<file path="src/rtc_pkg.sv">
// Constants shared by the RTC oscillator control and the timer/alarm logic.
// Assumes a 50 MHz core clock; the oscillator arrives as a sampled level.
package rtc_pkg;
  localparam int unsigned CORE_PERIOD_NS = 20;
  localparam int unsigned TIMER_W = 32;
  localparam int unsigned LOAD_CAP_SELECT_W = 4;
  localparam int unsigned CNT_W = 20;
  typedef logic [CNT_W-1:0] cnt_t;
  typedef logic [LOAD_CAP_SELECT_W-1:0] load_cap_select_t;
  typedef logic [TIMER_W-1:0] timer_t;

  // Missing-clock limit: a longest time, rounded down
  localparam int unsigned MISSING_TIME_US = 100;
  localparam int unsigned MISSING_CYCLES = (MISSING_TIME_US * 1000) / CORE_PERIOD_NS;
  // Clock-valid blanking: a least time, rounded up
  localparam int unsigned BLANK_TIME_MS = 2;
  localparam int unsigned BLANK_CYCLES = (BLANK_TIME_MS * 1000000 + CORE_PERIOD_NS - 1) / CORE_PERIOD_NS;
  // Dwell per load capacitance step during automatic stepping
  localparam int unsigned LOAD_CAP_SELECT_STEP_US = 500;
  localparam int unsigned LOAD_CAP_SELECT_STEP_CYCLES = (LOAD_CAP_SELECT_STEP_US * 1000 + CORE_PERIOD_NS - 1) / CORE_PERIOD_NS;

  localparam timer_t TIMER_RST = 32'h0000_0000;
  localparam load_cap_select_t LOAD_CAP_SELECT_RST = 4'h0;
  localparam cnt_t CNT_RST = 20'h0_0000;
endpackage : rtc_pkg

</file>
<file path="src/osc_mon_if.sv">
// Signals between the timer top and the oscillator monitor.
// Assumes both ends run on core_clk.
`timescale 1ns/10ps
interface osc_mon_if;
  logic osc_change;
  logic power_en;
  logic crystal_mode;
  logic amplitude_ok;
  logic mcd_en;
  logic fail_clear;
  logic step_en;
  rtc_pkg::load_cap_select_t load_cap_select;
  logic fail;
  logic clk_valid;
  logic load_ready;
  rtc_pkg::load_cap_select_t load_cap_applied;

  modport ctrl (
    output osc_change, power_en, crystal_mode, amplitude_ok, mcd_en, fail_clear, step_en, load_cap_select,
    input fail, clk_valid, load_ready, load_cap_applied
  );
  modport mon (
    input osc_change, power_en, crystal_mode, amplitude_ok, mcd_en, fail_clear, step_en, load_cap_select,
    output fail, clk_valid, load_ready, load_cap_applied
  );
endinterface : osc_mon_if

</file>
<file path="src/osc_monitor.sv">
// Missing-clock detector, clock-valid blanking and load capacitance stepping.
// Assumes osc_change is a one-cycle pulse per oscillator level change.
`timescale 1ns/10ps
module osc_monitor #(
  parameter int unsigned MISSING_CYCLES = rtc_pkg::MISSING_CYCLES,
  parameter int unsigned BLANK_CYCLES = rtc_pkg::BLANK_CYCLES,
  parameter int unsigned STEP_CYCLES = rtc_pkg::LOAD_CAP_SELECT_STEP_CYCLES
) (
  input wire logic core_clk,
  input wire logic reset,
  osc_mon_if.mon m
);
  localparam rtc_pkg::cnt_t MISS_LIM = rtc_pkg::cnt_t'(MISSING_CYCLES);
  localparam rtc_pkg::cnt_t BLANK_LIM = rtc_pkg::cnt_t'(BLANK_CYCLES);
  localparam rtc_pkg::cnt_t STEP_LIM = rtc_pkg::cnt_t'(STEP_CYCLES);

  rtc_pkg::cnt_t miss_cnt_q;
  rtc_pkg::cnt_t blank_cnt_q;
  rtc_pkg::cnt_t step_cnt_q;
  logic fail_q;
  logic valid_q;
  logic ready_q;
  rtc_pkg::load_cap_select_t applied_q;
  logic fail_set;

  assign fail_set = m.mcd_en && !m.osc_change && (miss_cnt_q == MISS_LIM);
  assign m.fail = fail_q;
  assign m.clk_valid = valid_q;
  assign m.load_ready = ready_q;
  assign m.load_cap_applied = applied_q;

  // Time since the last level change; saturates at the limit
  always_ff @(posedge core_clk or posedge reset) begin
    if (reset) begin
      miss_cnt_q <= rtc_pkg::CNT_RST;
    end else if (!m.mcd_en || m.osc_change) begin
      miss_cnt_q <= rtc_pkg::CNT_RST;
    end else if (miss_cnt_q != MISS_LIM) begin
      miss_cnt_q <= miss_cnt_q + rtc_pkg::cnt_t'(1);
    end
  end

  // Sticky; a new failure outranks a clear in the same cycle
  always_ff @(posedge core_clk or posedge reset) begin
    if (reset) begin
      fail_q <= 1'b0;
    end else begin
      fail_q <= fail_set || (fail_q && !m.fail_clear);
    end
  end

  // Amplitude detector output is ignored until the blanking time has run
  always_ff @(posedge core_clk or posedge reset) begin
    if (reset) begin
      blank_cnt_q <= rtc_pkg::CNT_RST;
    end else if (!(m.power_en && m.crystal_mode)) begin
      blank_cnt_q <= rtc_pkg::CNT_RST;
    end else if (blank_cnt_q != BLANK_LIM) begin
      blank_cnt_q <= blank_cnt_q + rtc_pkg::cnt_t'(1);
    end
  end

  always_ff @(posedge core_clk or posedge reset) begin
    if (reset) begin
      valid_q <= 1'b0;
    end else begin
      valid_q <= m.power_en && m.crystal_mode && m.amplitude_ok && (blank_cnt_q == BLANK_LIM);
    end
  end

  // Stepping starts from the smallest setting at power-up; lowering jumps at once
  always_ff @(posedge core_clk or posedge reset) begin
    if (reset) begin
      applied_q <= rtc_pkg::LOAD_CAP_SELECT_RST;
      step_cnt_q <= rtc_pkg::CNT_RST;
    end else if (!m.power_en) begin
      applied_q <= m.step_en ? rtc_pkg::LOAD_CAP_SELECT_RST : m.load_cap_select;
      step_cnt_q <= rtc_pkg::CNT_RST;
    end else if (!m.step_en || applied_q >= m.load_cap_select) begin
      applied_q <= m.load_cap_select;
      step_cnt_q <= rtc_pkg::CNT_RST;
    end else if (step_cnt_q == STEP_LIM) begin
      applied_q <= applied_q + rtc_pkg::load_cap_select_t'(1);
      step_cnt_q <= rtc_pkg::CNT_RST;
    end else begin
      step_cnt_q <= step_cnt_q + rtc_pkg::cnt_t'(1);
    end
  end

  always_ff @(posedge core_clk or posedge reset) begin
    if (reset) begin
      ready_q <= 1'b0;
    end else begin
      ready_q <= m.power_en && (applied_q == m.load_cap_select);
    end
  end

  AST_FAIL_AFTER_TIMEOUT: assert property (@(posedge core_clk) disable iff (reset)
    (m.mcd_en && !m.osc_change) [*2] ##0 (miss_cnt_q == MISS_LIM) |=> fail_q)
    else $error("missing clock not flagged after timeout");
  AST_FAIL_STICKY: assert property (@(posedge core_clk) disable iff (reset)
    fail_q && !m.fail_clear |=> fail_q)
    else $error("failure flag dropped without a clear");
  AST_VALID_BLANKED: assert property (@(posedge core_clk) disable iff (reset)
    valid_q |-> $past(blank_cnt_q) == BLANK_LIM && $past(m.power_en))
    else $error("clock valid shown inside the blanking time");
  AST_STEP_BY_ONE: assert property (@(posedge core_clk) disable iff (reset)
    m.power_en && m.step_en && $stable(m.load_cap_select) && applied_q < m.load_cap_select
      |=> applied_q == $past(applied_q) || applied_q == $past(applied_q) + rtc_pkg::load_cap_select_t'(1))
    else $error("load capacitance stepped by more than one");
  AST_READY_AT_FINAL: assert property (@(posedge core_clk) disable iff (reset)
    m.power_en && $stable(m.load_cap_select) && applied_q == m.load_cap_select |=> ready_q)
    else $error("load ready not set at final value");
endmodule : osc_monitor

</file>
<file path="src/rtc_osc_timer_alarm.sv">
// RTC unit: 32-bit timer with alarm and auto reset, oscillator control outputs.
// Assumes control bits are plain ports held by the host-side register logic;
// osc_in_pin is the oscillator output level, synchronous to core_clk.
`timescale 1ns/10ps
module rtc_osc_timer_alarm #(
  parameter int unsigned MISSING_CYCLES = rtc_pkg::MISSING_CYCLES,
  parameter int unsigned BLANK_CYCLES = rtc_pkg::BLANK_CYCLES,
  parameter int unsigned STEP_CYCLES = rtc_pkg::LOAD_CAP_SELECT_STEP_CYCLES
) (
  // Clock and reset
  input wire logic core_clk,
  input wire logic reset,
  // Oscillator pin side
  input wire logic osc_in_pin,
  input wire logic osc_amplitude_ok,
  // Oscillator control
  input wire logic osc_power_en,
  input wire logic crystal_mode_select,
  input wire logic gain_control_en,
  input wire logic bias_double_en,
  input wire logic load_cap_auto_step_en,
  input wire logic [3:0] load_cap_select,
  input wire logic missing_clock_detect_en,
  input wire logic osc_fail_clear,
  // Timer control
  input wire logic timer_run,
  input wire logic alarm_flag_wr,
  input wire logic alarm_flag_wdata,
  input wire logic timer_set_wr,
  input wire logic [31:0] capture_value,
  input wire logic [31:0] alarm_compare,
  // Event routing
  input wire logic alarm_irq_en,
  input wire logic alarm_wake_en,
  input wire logic alarm_reset_en,
  input wire logic mclk_irq_en,
  input wire logic mclk_wake_en,
  input wire logic mclk_reset_en,
  // Analog controls
  output logic osc_power_out,
  output logic crystal_mode_out,
  output logic gain_control_out,
  output logic bias_double_out,
  output logic [3:0] load_cap_applied,
  // Status
  output logic [31:0] timer_value,
  output logic timer_set_request,
  output logic alarm_flag_autoreset,
  output logic alarm_event,
  output logic oscillator_fail_flag,
  output logic clock_valid_flag,
  output logic load_cap_ready,
  // Routed events
  output logic alarm_irq,
  output logic alarm_wake,
  output logic alarm_reset,
  output logic mclk_irq,
  output logic mclk_wake,
  output logic mclk_reset
);
  osc_mon_if mon_bus ();

  // Oscillator sampling
  logic osc_q;
  logic osc_prev_q;
  logic osc_tick;
  // Timer and auto reset
  rtc_pkg::timer_t timer_q;
  rtc_pkg::timer_t timer_d;
  logic timer_upd;
  logic set_req_q;
  logic autoreset_q;
  // Alarm and missing clock events
  logic alarm_event_q;
  logic alarm_hit;
  logic alarm_irq_q;
  logic alarm_wake_q;
  logic alarm_reset_q;
  logic mclk_irq_q;
  logic mclk_wake_q;
  logic mclk_reset_q;
  // Analog control mirrors
  logic power_q;
  logic crystal_q;
  logic gain_q;
  logic bias_q;

  // Oscillator level history; one tick per rising edge
  // Both flops reset to the idle pin level, so no false tick follows reset
  always_ff @(posedge core_clk or posedge reset) begin
    if (reset) begin
      osc_q <= 1'b0;
      osc_prev_q <= 1'b0;
    end else begin
      osc_q <= osc_in_pin;
      osc_prev_q <= osc_q;
    end
  end

  assign osc_tick = osc_q && !osc_prev_q;

  assign mon_bus.osc_change = osc_q ^ osc_prev_q;
  assign mon_bus.power_en = osc_power_en;
  assign mon_bus.crystal_mode = crystal_mode_select;
  assign mon_bus.amplitude_ok = osc_amplitude_ok;
  assign mon_bus.mcd_en = missing_clock_detect_en;
  assign mon_bus.fail_clear = osc_fail_clear;
  assign mon_bus.step_en = load_cap_auto_step_en;
  assign mon_bus.load_cap_select = load_cap_select;

  osc_monitor #(
    .MISSING_CYCLES(MISSING_CYCLES),
    .BLANK_CYCLES(BLANK_CYCLES),
    .STEP_CYCLES(STEP_CYCLES)
  ) u_osc_monitor (
    .core_clk(core_clk),
    .reset(reset),
    .m(mon_bus.mon)
  );

  // Analog control mirrors
  always_ff @(posedge core_clk or posedge reset) begin
    if (reset) begin
      power_q <= 1'b0;
      crystal_q <= 1'b0;
      gain_q <= 1'b0;
      bias_q <= 1'b0;
    end else begin
      power_q <= osc_power_en;
      crystal_q <= crystal_mode_select;
      gain_q <= gain_control_en;
      bias_q <= bias_double_en;
    end
  end

  // Next timer value; a pending set outranks counting on the same tick
  always_comb begin
    timer_d = timer_q;
    timer_upd = 1'b0;
    if (osc_tick) begin
      if (set_req_q) begin
        timer_d = capture_value;
        timer_upd = 1'b1;
      end else if (timer_run) begin
        timer_upd = 1'b1;
        // Old value still at compare: the match shows for one full tick
        if (autoreset_q && (timer_q == alarm_compare)) begin
          timer_d = rtc_pkg::TIMER_RST;
        end else begin
          timer_d = timer_q + rtc_pkg::timer_t'(1);
        end
      end
    end
  end

  always_ff @(posedge core_clk or posedge reset) begin
    if (reset) begin
      timer_q <= rtc_pkg::TIMER_RST;
    end else begin
      timer_q <= timer_d;
    end
  end

  // Request stays up until the next oscillator tick takes it; a new write wins
  always_ff @(posedge core_clk or posedge reset) begin
    if (reset) begin
      set_req_q <= 1'b0;
    end else begin
      set_req_q <= timer_set_wr || (set_req_q && !osc_tick);
    end
  end

  // Alarm flag position written as 1 arms auto reset, 0 disarms it
  always_ff @(posedge core_clk or posedge reset) begin
    if (reset) begin
      autoreset_q <= 1'b0;
    end else if (alarm_flag_wr) begin
      autoreset_q <= alarm_flag_wdata;
    end
  end

  // Event marks the arrival of the timer at the compare value
  assign alarm_hit = timer_upd && (timer_d == alarm_compare);

  always_ff @(posedge core_clk or posedge reset) begin
    if (reset) begin
      alarm_event_q <= 1'b0;
      alarm_irq_q <= 1'b0;
      alarm_wake_q <= 1'b0;
      alarm_reset_q <= 1'b0;
    end else begin
      alarm_event_q <= alarm_hit;
      alarm_irq_q <= alarm_hit && alarm_irq_en;
      alarm_wake_q <= alarm_hit && alarm_wake_en;
      alarm_reset_q <= alarm_hit && alarm_reset_en;
    end
  end

  // Missing clock routes follow the sticky flag as levels
  always_ff @(posedge core_clk or posedge reset) begin
    if (reset) begin
      mclk_irq_q <= 1'b0;
      mclk_wake_q <= 1'b0;
      mclk_reset_q <= 1'b0;
    end else begin
      mclk_irq_q <= mon_bus.fail && mclk_irq_en;
      mclk_wake_q <= mon_bus.fail && mclk_wake_en;
      mclk_reset_q <= mon_bus.fail && mclk_reset_en;
    end
  end

  assign osc_power_out = power_q;
  assign crystal_mode_out = crystal_q;
  assign gain_control_out = gain_q;
  assign bias_double_out = bias_q;
  assign load_cap_applied = mon_bus.load_cap_applied;
  assign timer_value = timer_q;
  assign timer_set_request = set_req_q;
  assign alarm_flag_autoreset = autoreset_q;
  assign alarm_event = alarm_event_q;
  assign oscillator_fail_flag = mon_bus.fail;
  assign clock_valid_flag = mon_bus.clk_valid;
  assign load_cap_ready = mon_bus.load_ready;
  assign alarm_irq = alarm_irq_q;
  assign alarm_wake = alarm_wake_q;
  assign alarm_reset = alarm_reset_q;
  assign mclk_irq = mclk_irq_q;
  assign mclk_wake = mclk_wake_q;
  assign mclk_reset = mclk_reset_q;

  AST_TIMER_ONLY_ON_TICK: assert property (@(posedge core_clk) disable iff (reset)
    !(osc_q && !osc_prev_q) |=> $stable(timer_value))
    else $error("timer moved without an oscillator edge");
  AST_TIMER_INCREMENT: assert property (@(posedge core_clk) disable iff (reset)
    osc_tick && timer_run && !set_req_q && !(autoreset_q && timer_value == alarm_compare)
      |=> timer_value == $past(timer_value) + 32'h0000_0001)
    else $error("running timer did not advance by one");
  AST_TIMER_HOLD: assert property (@(posedge core_clk) disable iff (reset)
    !timer_run && !set_req_q && !timer_set_wr |=> $stable(timer_value))
    else $error("stopped timer changed");
  AST_AUTORESET_CLEAR: assert property (@(posedge core_clk) disable iff (reset)
    osc_tick && timer_run && !set_req_q && alarm_flag_autoreset && timer_value == alarm_compare
      |=> timer_value == 32'h0000_0000)
    else $error("auto reset did not clear the timer");
  AST_AUTORESET_ARM: assert property (@(posedge core_clk) disable iff (reset)
    alarm_flag_wr && alarm_flag_wdata |=> alarm_flag_autoreset ##1 (alarm_flag_autoreset || $past(alarm_flag_wr)))
    else $error("auto reset not armed by write of one");
  AST_ALARM_ON_MATCH: assert property (@(posedge core_clk) disable iff (reset)
    $changed(timer_value) && $stable(alarm_compare) && timer_value == alarm_compare |-> alarm_event)
    else $error("timer reached compare without alarm");
  AST_ALARM_ONLY_ON_MATCH: assert property (@(posedge core_clk) disable iff (reset)
    alarm_event && $stable(alarm_compare) |-> timer_value == alarm_compare && $changed(timer_value) ##1 !alarm_event)
    else $error("alarm without a match or held too long");
  AST_ALARM_ROUTE: assert property (@(posedge core_clk) disable iff (reset)
    (alarm_irq || alarm_wake || alarm_reset) |-> alarm_event && (alarm_reset == $past(alarm_reset_en)))
    else $error("alarm route without alarm event");
  AST_SET_LOAD: assert property (@(posedge core_clk) disable iff (reset)
    osc_tick && timer_set_request && !timer_set_wr |=> timer_value == $past(capture_value) && !timer_set_request)
    else $error("set request did not load capture and clear");
  AST_MCLK_ROUTE: assert property (@(posedge core_clk) disable iff (reset)
    mclk_irq == ($past(oscillator_fail_flag) && $past(mclk_irq_en))
      && mclk_wake == ($past(oscillator_fail_flag) && $past(mclk_wake_en))
      && mclk_reset == ($past(oscillator_fail_flag) && $past(mclk_reset_en)))
    else $error("missing clock route does not follow the flag");
  AST_BIAS_DOUBLE: assert property (@(posedge core_clk) disable iff (reset)
    bias_double_en [*2] |-> bias_double_out)
    else $error("bias doubling not applied");
  AST_BIAS_FOLLOW: assert property (@(posedge core_clk) disable iff (reset)
    !bias_double_en [*2] |-> !bias_double_out)
    else $error("bias doubling applied while not requested");
  AST_SET_REQUEST_RISE: assert property (@(posedge core_clk) disable iff (reset)
    timer_set_wr |=> timer_set_request)
    else $error("set request not raised by a write");
  AST_AUTORESET_DISARM: assert property (@(posedge core_clk) disable iff (reset)
    alarm_flag_wr && !alarm_flag_wdata |=> !alarm_flag_autoreset)
    else $error("auto reset not disarmed by write of zero");
  AST_ALARM_ROUTE_LEVELS: assert property (@(posedge core_clk) disable iff (reset)
    alarm_event |-> alarm_irq == $past(alarm_irq_en) && alarm_wake == $past(alarm_wake_en)
      && alarm_reset == $past(alarm_reset_en))
    else $error("alarm route does not follow its enable");
  AST_ALARM_PULSE_ONE: assert property (@(posedge core_clk) disable iff (reset)
    alarm_event |=> !alarm_event)
    else $error("alarm event longer than one cycle");
  AST_RUN_STOP_TICK: assert property (@(posedge core_clk) disable iff (reset)
    osc_tick && !timer_run && !set_req_q |=> $stable(timer_value))
    else $error("stopped timer moved on an oscillator edge");
endmodule : rtc_osc_timer_alarm

</file>
<file path="config.mk">
export PLATFORM = sky130hd
export DESIGN_NAME = rtc_osc_timer_alarm
export DESIGN_NICKNAME = d
export VERILOG_FILES = /design/src/rtc_pkg.sv /design/src/osc_mon_if.sv /design/src/osc_monitor.sv /design/src/rtc_osc_timer_alarm.sv
export SDC_FILE = /design/constraint.sdc
export NUM_CORES = 1
export LEC_CHECK = 0
export BUFFER_PORTS_ARGS = -buffer_cell sky130_fd_sc_hd__buf_2
export CORE_UTILIZATION = 50
export DETAILED_ROUTE_END_ITERATION = 10
export GPL_TIMING_DRIVEN = 0
export HOLD_SLACK_MARGIN = 0.15
export PLACE_DENSITY = 0.73
export SLEW_MARGIN = 20
export SYNTH_ARGS = -nofsm -noshare
export SYNTH_HDL_FRONTEND = slang
export SYNTH_HIERARCHICAL = 1
export SYNTH_SLANG_ARGS = --single-unit
</file>
<file path="constraint.sdc">
create_clock -name core_clk -period 3.5 [get_ports core_clk]
set_input_delay 0.35 -clock core_clk [delete_from_list [all_inputs] [get_ports core_clk]]
set_output_delay 0.35 -clock core_clk [all_outputs]
set_load 0.01 [all_outputs]
</file>
# == Word-level counts from Yosys, hierarchy flattened ==
# Cells that the tools add are included.
# totals
regBits,114
input_bits,89
output_inout_bits,52
elab_cells,86
# classes
addsub,5
magnitude_cmp,1
eq_ne,10
mux,18
n_bitwise,1
reduce_logical,28
# op_table
cell,count
20-bit 2-to-1 mux,7
32-bit 2-to-1 mux,4
32-bit equality test,2
20-bit by 1-bit adder with 20-bit output (second input constant),3
32-bit by 1-bit adder with 32-bit output (second input constant),1
20-bit by 13-bit equality test with 1-bit output (second input constant),1
20-bit by 15-bit equality test with 1-bit output (second input constant),1
20-bit by 17-bit equality test with 1-bit output (second input constant),1
20-bit by 13-bit != test with 1-bit output (second input constant),1
20-bit by 17-bit != test with 1-bit output (second input constant),1
1-bit logical AND,17
4-bit 2-to-1 mux,4
1-bit logical NOT,6
4-bit by 1-bit adder with 4-bit output (second input constant),1
4-bit equality test,1
4-bit greater-or-equal comparator,1
1-bit logical OR,4
1-bit 2-to-1 mux,3
3-bit by 1-bit != test with 1-bit output (second input constant),1
2-bit != test (second input constant),1
2-bit nonzero test,1
1-bit XOR,1

# == Logic depth before layout (Yosys ltp) ==
# depth
ltp_word,9
ltp_mapped,13
mapped_depth_nobuf,11

# == By module ==
# Netlist, hierarchy kept.
# modules_own_cells
module,instances,cells_per_inst,area_per_inst_um2,seq_area_each_um2
rtc_osc_timer_alarm,1,566,4465.5,1176.1
osc_monitor,1,371,3537.1,1676.6

# == Worst setup path before layout ==
# No wires, ideal clock.
# synth_path
path_kind,register to register
from,register timer_q[7] (netlist: timer_value[7])
to,register alarm_irq_q (netlist: alarm_irq)
setup_ns,0.101
arrival_ns,2.927
required_ns,3.399
setup_slack_ns,0.472
stages_incl_launch_ff,11
n_path_buf,1
synth_period_minus_slack_ns,3.028
path_cell_list,dfrtp_1 buf_2 xor2_1 or4_1 nor3_2 a31oi_1 and3_4 or3_1 a2111oi_2 nand4_1 nor4_1
# synth_between
elab_chain_len,9
elab_cells_between_ends,10
cone_classes,1 x add/sub; 2 x eq/ne; 4 x mux; 3 x reduce/logical
# synth_rtl
item,line_no,rtl
start: declaration,rtc_osc_timer_alarm.sv:68,rtc_pkg::timer_t timer_q;
start signal: assignment,rtc_osc_timer_alarm.sv:158,timer_q <= rtc_pkg::TIMER_RST;
start signal: assignment,rtc_osc_timer_alarm.sv:160,timer_q <= timer_d;
branches (longest 5 deep; another with 32-bit by 1-bit adder with 32-bit output),-,
32-bit 2-to-1 mux (*),rtc_osc_timer_alarm.sv:140,if (osc_tick) begin
32-bit equality test (*),rtc_osc_timer_alarm.sv:183,assign alarm_hit = timer_upd && (timer_d == alarm_compare);
1-bit logical AND (*),rtc_osc_timer_alarm.sv:183,
1-bit logical AND (*),rtc_osc_timer_alarm.sv:193,alarm_irq_q <= alarm_hit && alarm_irq_en;
end signal: assignment,rtc_osc_timer_alarm.sv:193,
end: declaration,rtc_osc_timer_alarm.sv:76,logic alarm_irq_q;
# Mark *: on every way between the ends.
# A chain may end at the register's enable or synchronous reset.

# == Worst setup path in the final report ==
# layout_path
from,register timer_q[5] (netlist: timer_value[5])
to,register alarm_wake_q (netlist: alarm_wake)
# layout_between
elab_chain_len,9
elab_cells_between_ends,10
cone_classes,1 x add/sub; 2 x eq/ne; 4 x mux; 3 x reduce/logical
# layout_rtl
item,line_no,rtl
branches (longest 5 deep; another with 32-bit by 1-bit adder with 32-bit output),-,
32-bit 2-to-1 mux (*),rtc_osc_timer_alarm.sv:140,
32-bit equality test (*),rtc_osc_timer_alarm.sv:183,
1-bit logical AND (*),rtc_osc_timer_alarm.sv:183,
1-bit logical AND (*),rtc_osc_timer_alarm.sv:194,alarm_wake_q <= alarm_hit && alarm_wake_en;
end signal: assignment,rtc_osc_timer_alarm.sv:194,
end: declaration,rtc_osc_timer_alarm.sv:77,logic alarm_wake_q;
# Marked as above.

==> metrics <==
DP Worst Slack -0.761 ns; global route overflow 0; fin worst setup slack 0.0616 ns; Clock Tree Buf Depth 2; total leakage power about 0.0043 uW; Starting Density 0.519; vias post-DR ~8300; clock period minus final worst setup slack roughly 3.4 ns; GR Util met1 0.420; PortBufs between 100 and 150; drt via density around 6; Async SR Flop Fraction 1.00; core area ~15000 um2; GPL Wtd Cong about 1.0; number of global-route vias before repair around 7800; drt pass-1 iters 6; Yosys Warn Count 6; slew margin rel. 0.483; die width around 130 um; H-tree lvl count 4; run status finished clean; GRT Resource Usage Total 0.333; Req. time, crit path approximately 3.8 ns; final worst-path cycle share 0.982; sequential area share after synthesis 0.356; Sequential Area 2860 um2; Inserted Clock Buffers 17; most common cell after layout, fill and taps aside buf_2; #FFs+latches synth 114; syn_nets 1039; Post-Syn Area approximately 8000 um2; Crit Path Max Fanout 10; initial drt markers 842; Clock Tree Root clkbuf_16; Final #Nets between 1000 and 1500; area of the multi-input gates ~5000 um2; fillers ~1400; largest net degree at the start of global routing between 50 and 60; Worst-Skew Late Latency 0.42 ns; Setup Skew 0.00654 ns; syn_area_per_cell 8.54 um2; Row Count 45; met2 Use GR 0.542; maxcap violations 0; Slew Viols, Final 0; Fin Setup TNS 0 ns; Reg clk slew, reported paths approximately 0.06 ns; startpoint type of the worst setup path flop; Routed Antenna Nets 0; VDD IR max 0.375 mV; Worst Setup End Kind flop; die area roughly 17000 um2; Post-DP HPWL between 15000 and 20000 um; pwr/cell area 448 nW/um2; CTS tree yes; Avg WL per Cell approximately 20 um; Hold Vio Cnt, Final 0; Most used DFF post-synth dfrtp_1; GRT busiest layer met2; die height about 130 um; Global Route met3 Usage 0.0761; Worst-Margin Slew between 0.7 and 0.8 ns; Cells after Synth 937; Clock Sinks approximately 110; number of synthesized flops with an enable pin 0; most frequent cells in the layout buf_2, dfrtp_1, nor2_1; fmax 0.291 GHz; layout cells sized above 1 0.243; HP Class input pin to flop; Tot Pwr 4550 uW; endpoints failing setup 0; Cell variety after synth 80; area grow syn2layout 27.0%; DRC viols 0; io pins 141; initial antenna violation count 2; Routed WL 27300 um; CP arrival around 3.8 ns; wire length of the first global-routing pass around 41000 um; Crit Path Class flop to flop
state kept, by name, summed over array words and instances (netlist names), 4 cells and up:
name	cells
u_osc_monitor/blank_cnt_q	20
u_osc_monitor/miss_cnt_q	20
u_osc_monitor/m.load_cap_applied	4
timer_value	32
u_osc_monitor/step_cnt_q	20
metal layers:
metal / up-vias / share of wire
met5: - / 0.00040
met4: 2 / 0.045
met3: 101 / 0.096
met2: 470 / 0.47
met1: 3923 / 0.39
li1: 3786 / -
critical path: stages (launching register included):
cell	delay (ns)
dfrtp_2	0.47
buf_4	0.20
xnor2_4	0.19
nand4_1	0.21
or3_4	0.42
nor4_4	0.42
o41ai_2	0.17
or3_1	0.38
a2111oi_4	0.38
nand4_1	0.19
buf_4	0.19
nor4_2	0.13
through the flow:
step           cell area, um2  utilization  hold slack, ns  cells
6_report                10200        0.659           0.183   1343
5_1_grt                 10200        0.659           0.174   1342
4_1_cts                  9850        0.638           0.153   1336
3_5_place_dp             8990        0.583           0.336   1287
3_3_place_gp             8960        0.581           0.384   1286
2_1_floorplan            8000            -           0.360    937
final timing paths:
| check | start | end | slack (ns) | cells past startpoint |
|---|---|---|---|---|
| worst min register to register | osc_q$_DFF_PP0_ | osc_prev_q$_DFF_PP0_ | 0.40 | 0 |
| worst max register to register | timer_value[5]$_DFF_PP0_ | alarm_wake$_DFF_PP0_ | 0.06 | 11 |
| max in group asynchronous | reset | timer_value[0]$_DFF_PP0_ | 2.40 | 3 |
| min in group asynchronous | reset | u_osc_monitor/step_cnt_q[7]$_DFF_PP0_ | 0.46 | 3 |
| worst min-delay path | alarm_flag_wr | alarm_flag_autoreset$_DFFE_PP0P_ | 0.18 | 2 |
| worst max-delay path | timer_value[5]$_DFF_PP0_ | alarm_wake$_DFF_PP0_ | 0.06 | 11 |
cell type report:
type,instances,area share
flip-flops and latches,114,0.281
repair buffers,168,0.0965
diodes,1,0.000246
clock inverters,14,0.0150
multi-input cells,723,0.493
well taps,211,0.0260
clock buffers,18,0.0432
inverters,48,0.0182
plain buffers,46,0.0272
logic make-up after synthesis:
group                    count (synthesis)  share of synthesized area
AND/OR/NAND/NOR                        415                      0.286
AO/OA/AOI/OAI                          182                      0.158
flip-flops                             114                      0.356
buffers and inverters                  101                     0.0544
XOR/XNOR                                98                      0.107
multiplexers                            14                     0.0181
adder cells (fa/ha/maj)                 13                     0.0203
timing repair:
item                                    in CTS  in global routing
pin swaps                                    5                 13
cloned                                       0                  1
endpoints found under the setup margin       4                  4
gates resized for setup                     24                 58
hold buffers                                12                  1
endpoints found under the hold margin       74                  1
setup buffers                                6                 10
where the power goes:
| group | leakage (uW) | switching [uW] | internal [uW] |
|---|---|---|---|
| sequential | 0.00150 | 153 | 1410 |
| clock | 0.000280 | 680 | 1070 |
| combinational | 0.00256 | 752 | 488 |
| total | 0.00434 | 1580 | 2970 |
cells in the mapped netlist, types with 5 or more instances:
| master | count | area (um2) |
|---|---|---|
| dfrtp_1 | 114 | 2850 |
| nor2_1 | 86 | 323 |
| nand2_1 | 69 | 259 |
| nand3_1 | 56 | 280 |
| xnor2_1 | 56 | 490 |
| inv_1 | 48 | 180 |
| xor2_1 | 42 | 368 |
| o21ai_0 | 36 | 180 |
| a21oi_1 | 35 | 175 |
| clkbuf_1 | 35 | 131 |
| nand4_1 | 33 | 206 |
| nor4_1 | 25 | 156 |
| nor3_1 | 24 | 120 |
| or3_1 | 20 | 125 |
| a22o_1 | 16 | 140 |
| and3_1 | 14 | 87.6 |
| nand2b_1 | 14 | 87.6 |
| ha_1 | 13 | 163 |
| and4_1 | 12 | 105 |
| o211ai_1 | 12 | 90.1 |
| nor2b_1 | 11 | 68.8 |
| mux2i_1 | 10 | 100 |
| or4_1 | 10 | 75.1 |
| a22oi_1 | 9 | 67.6 |
| a21o_1 | 8 | 60.1 |
| and2_1 | 7 | 43.8 |
| o22ai_1 | 7 | 43.8 |
| o41ai_1 | 7 | 61.3 |
| a31oi_1 | 6 | 37.5 |
| buf_2 | 6 | 30.0 |
| o31ai_1 | 6 | 45.0 |
| buf_4 | 5 | 37.5 |
Power figures use the tool's default switching activity.
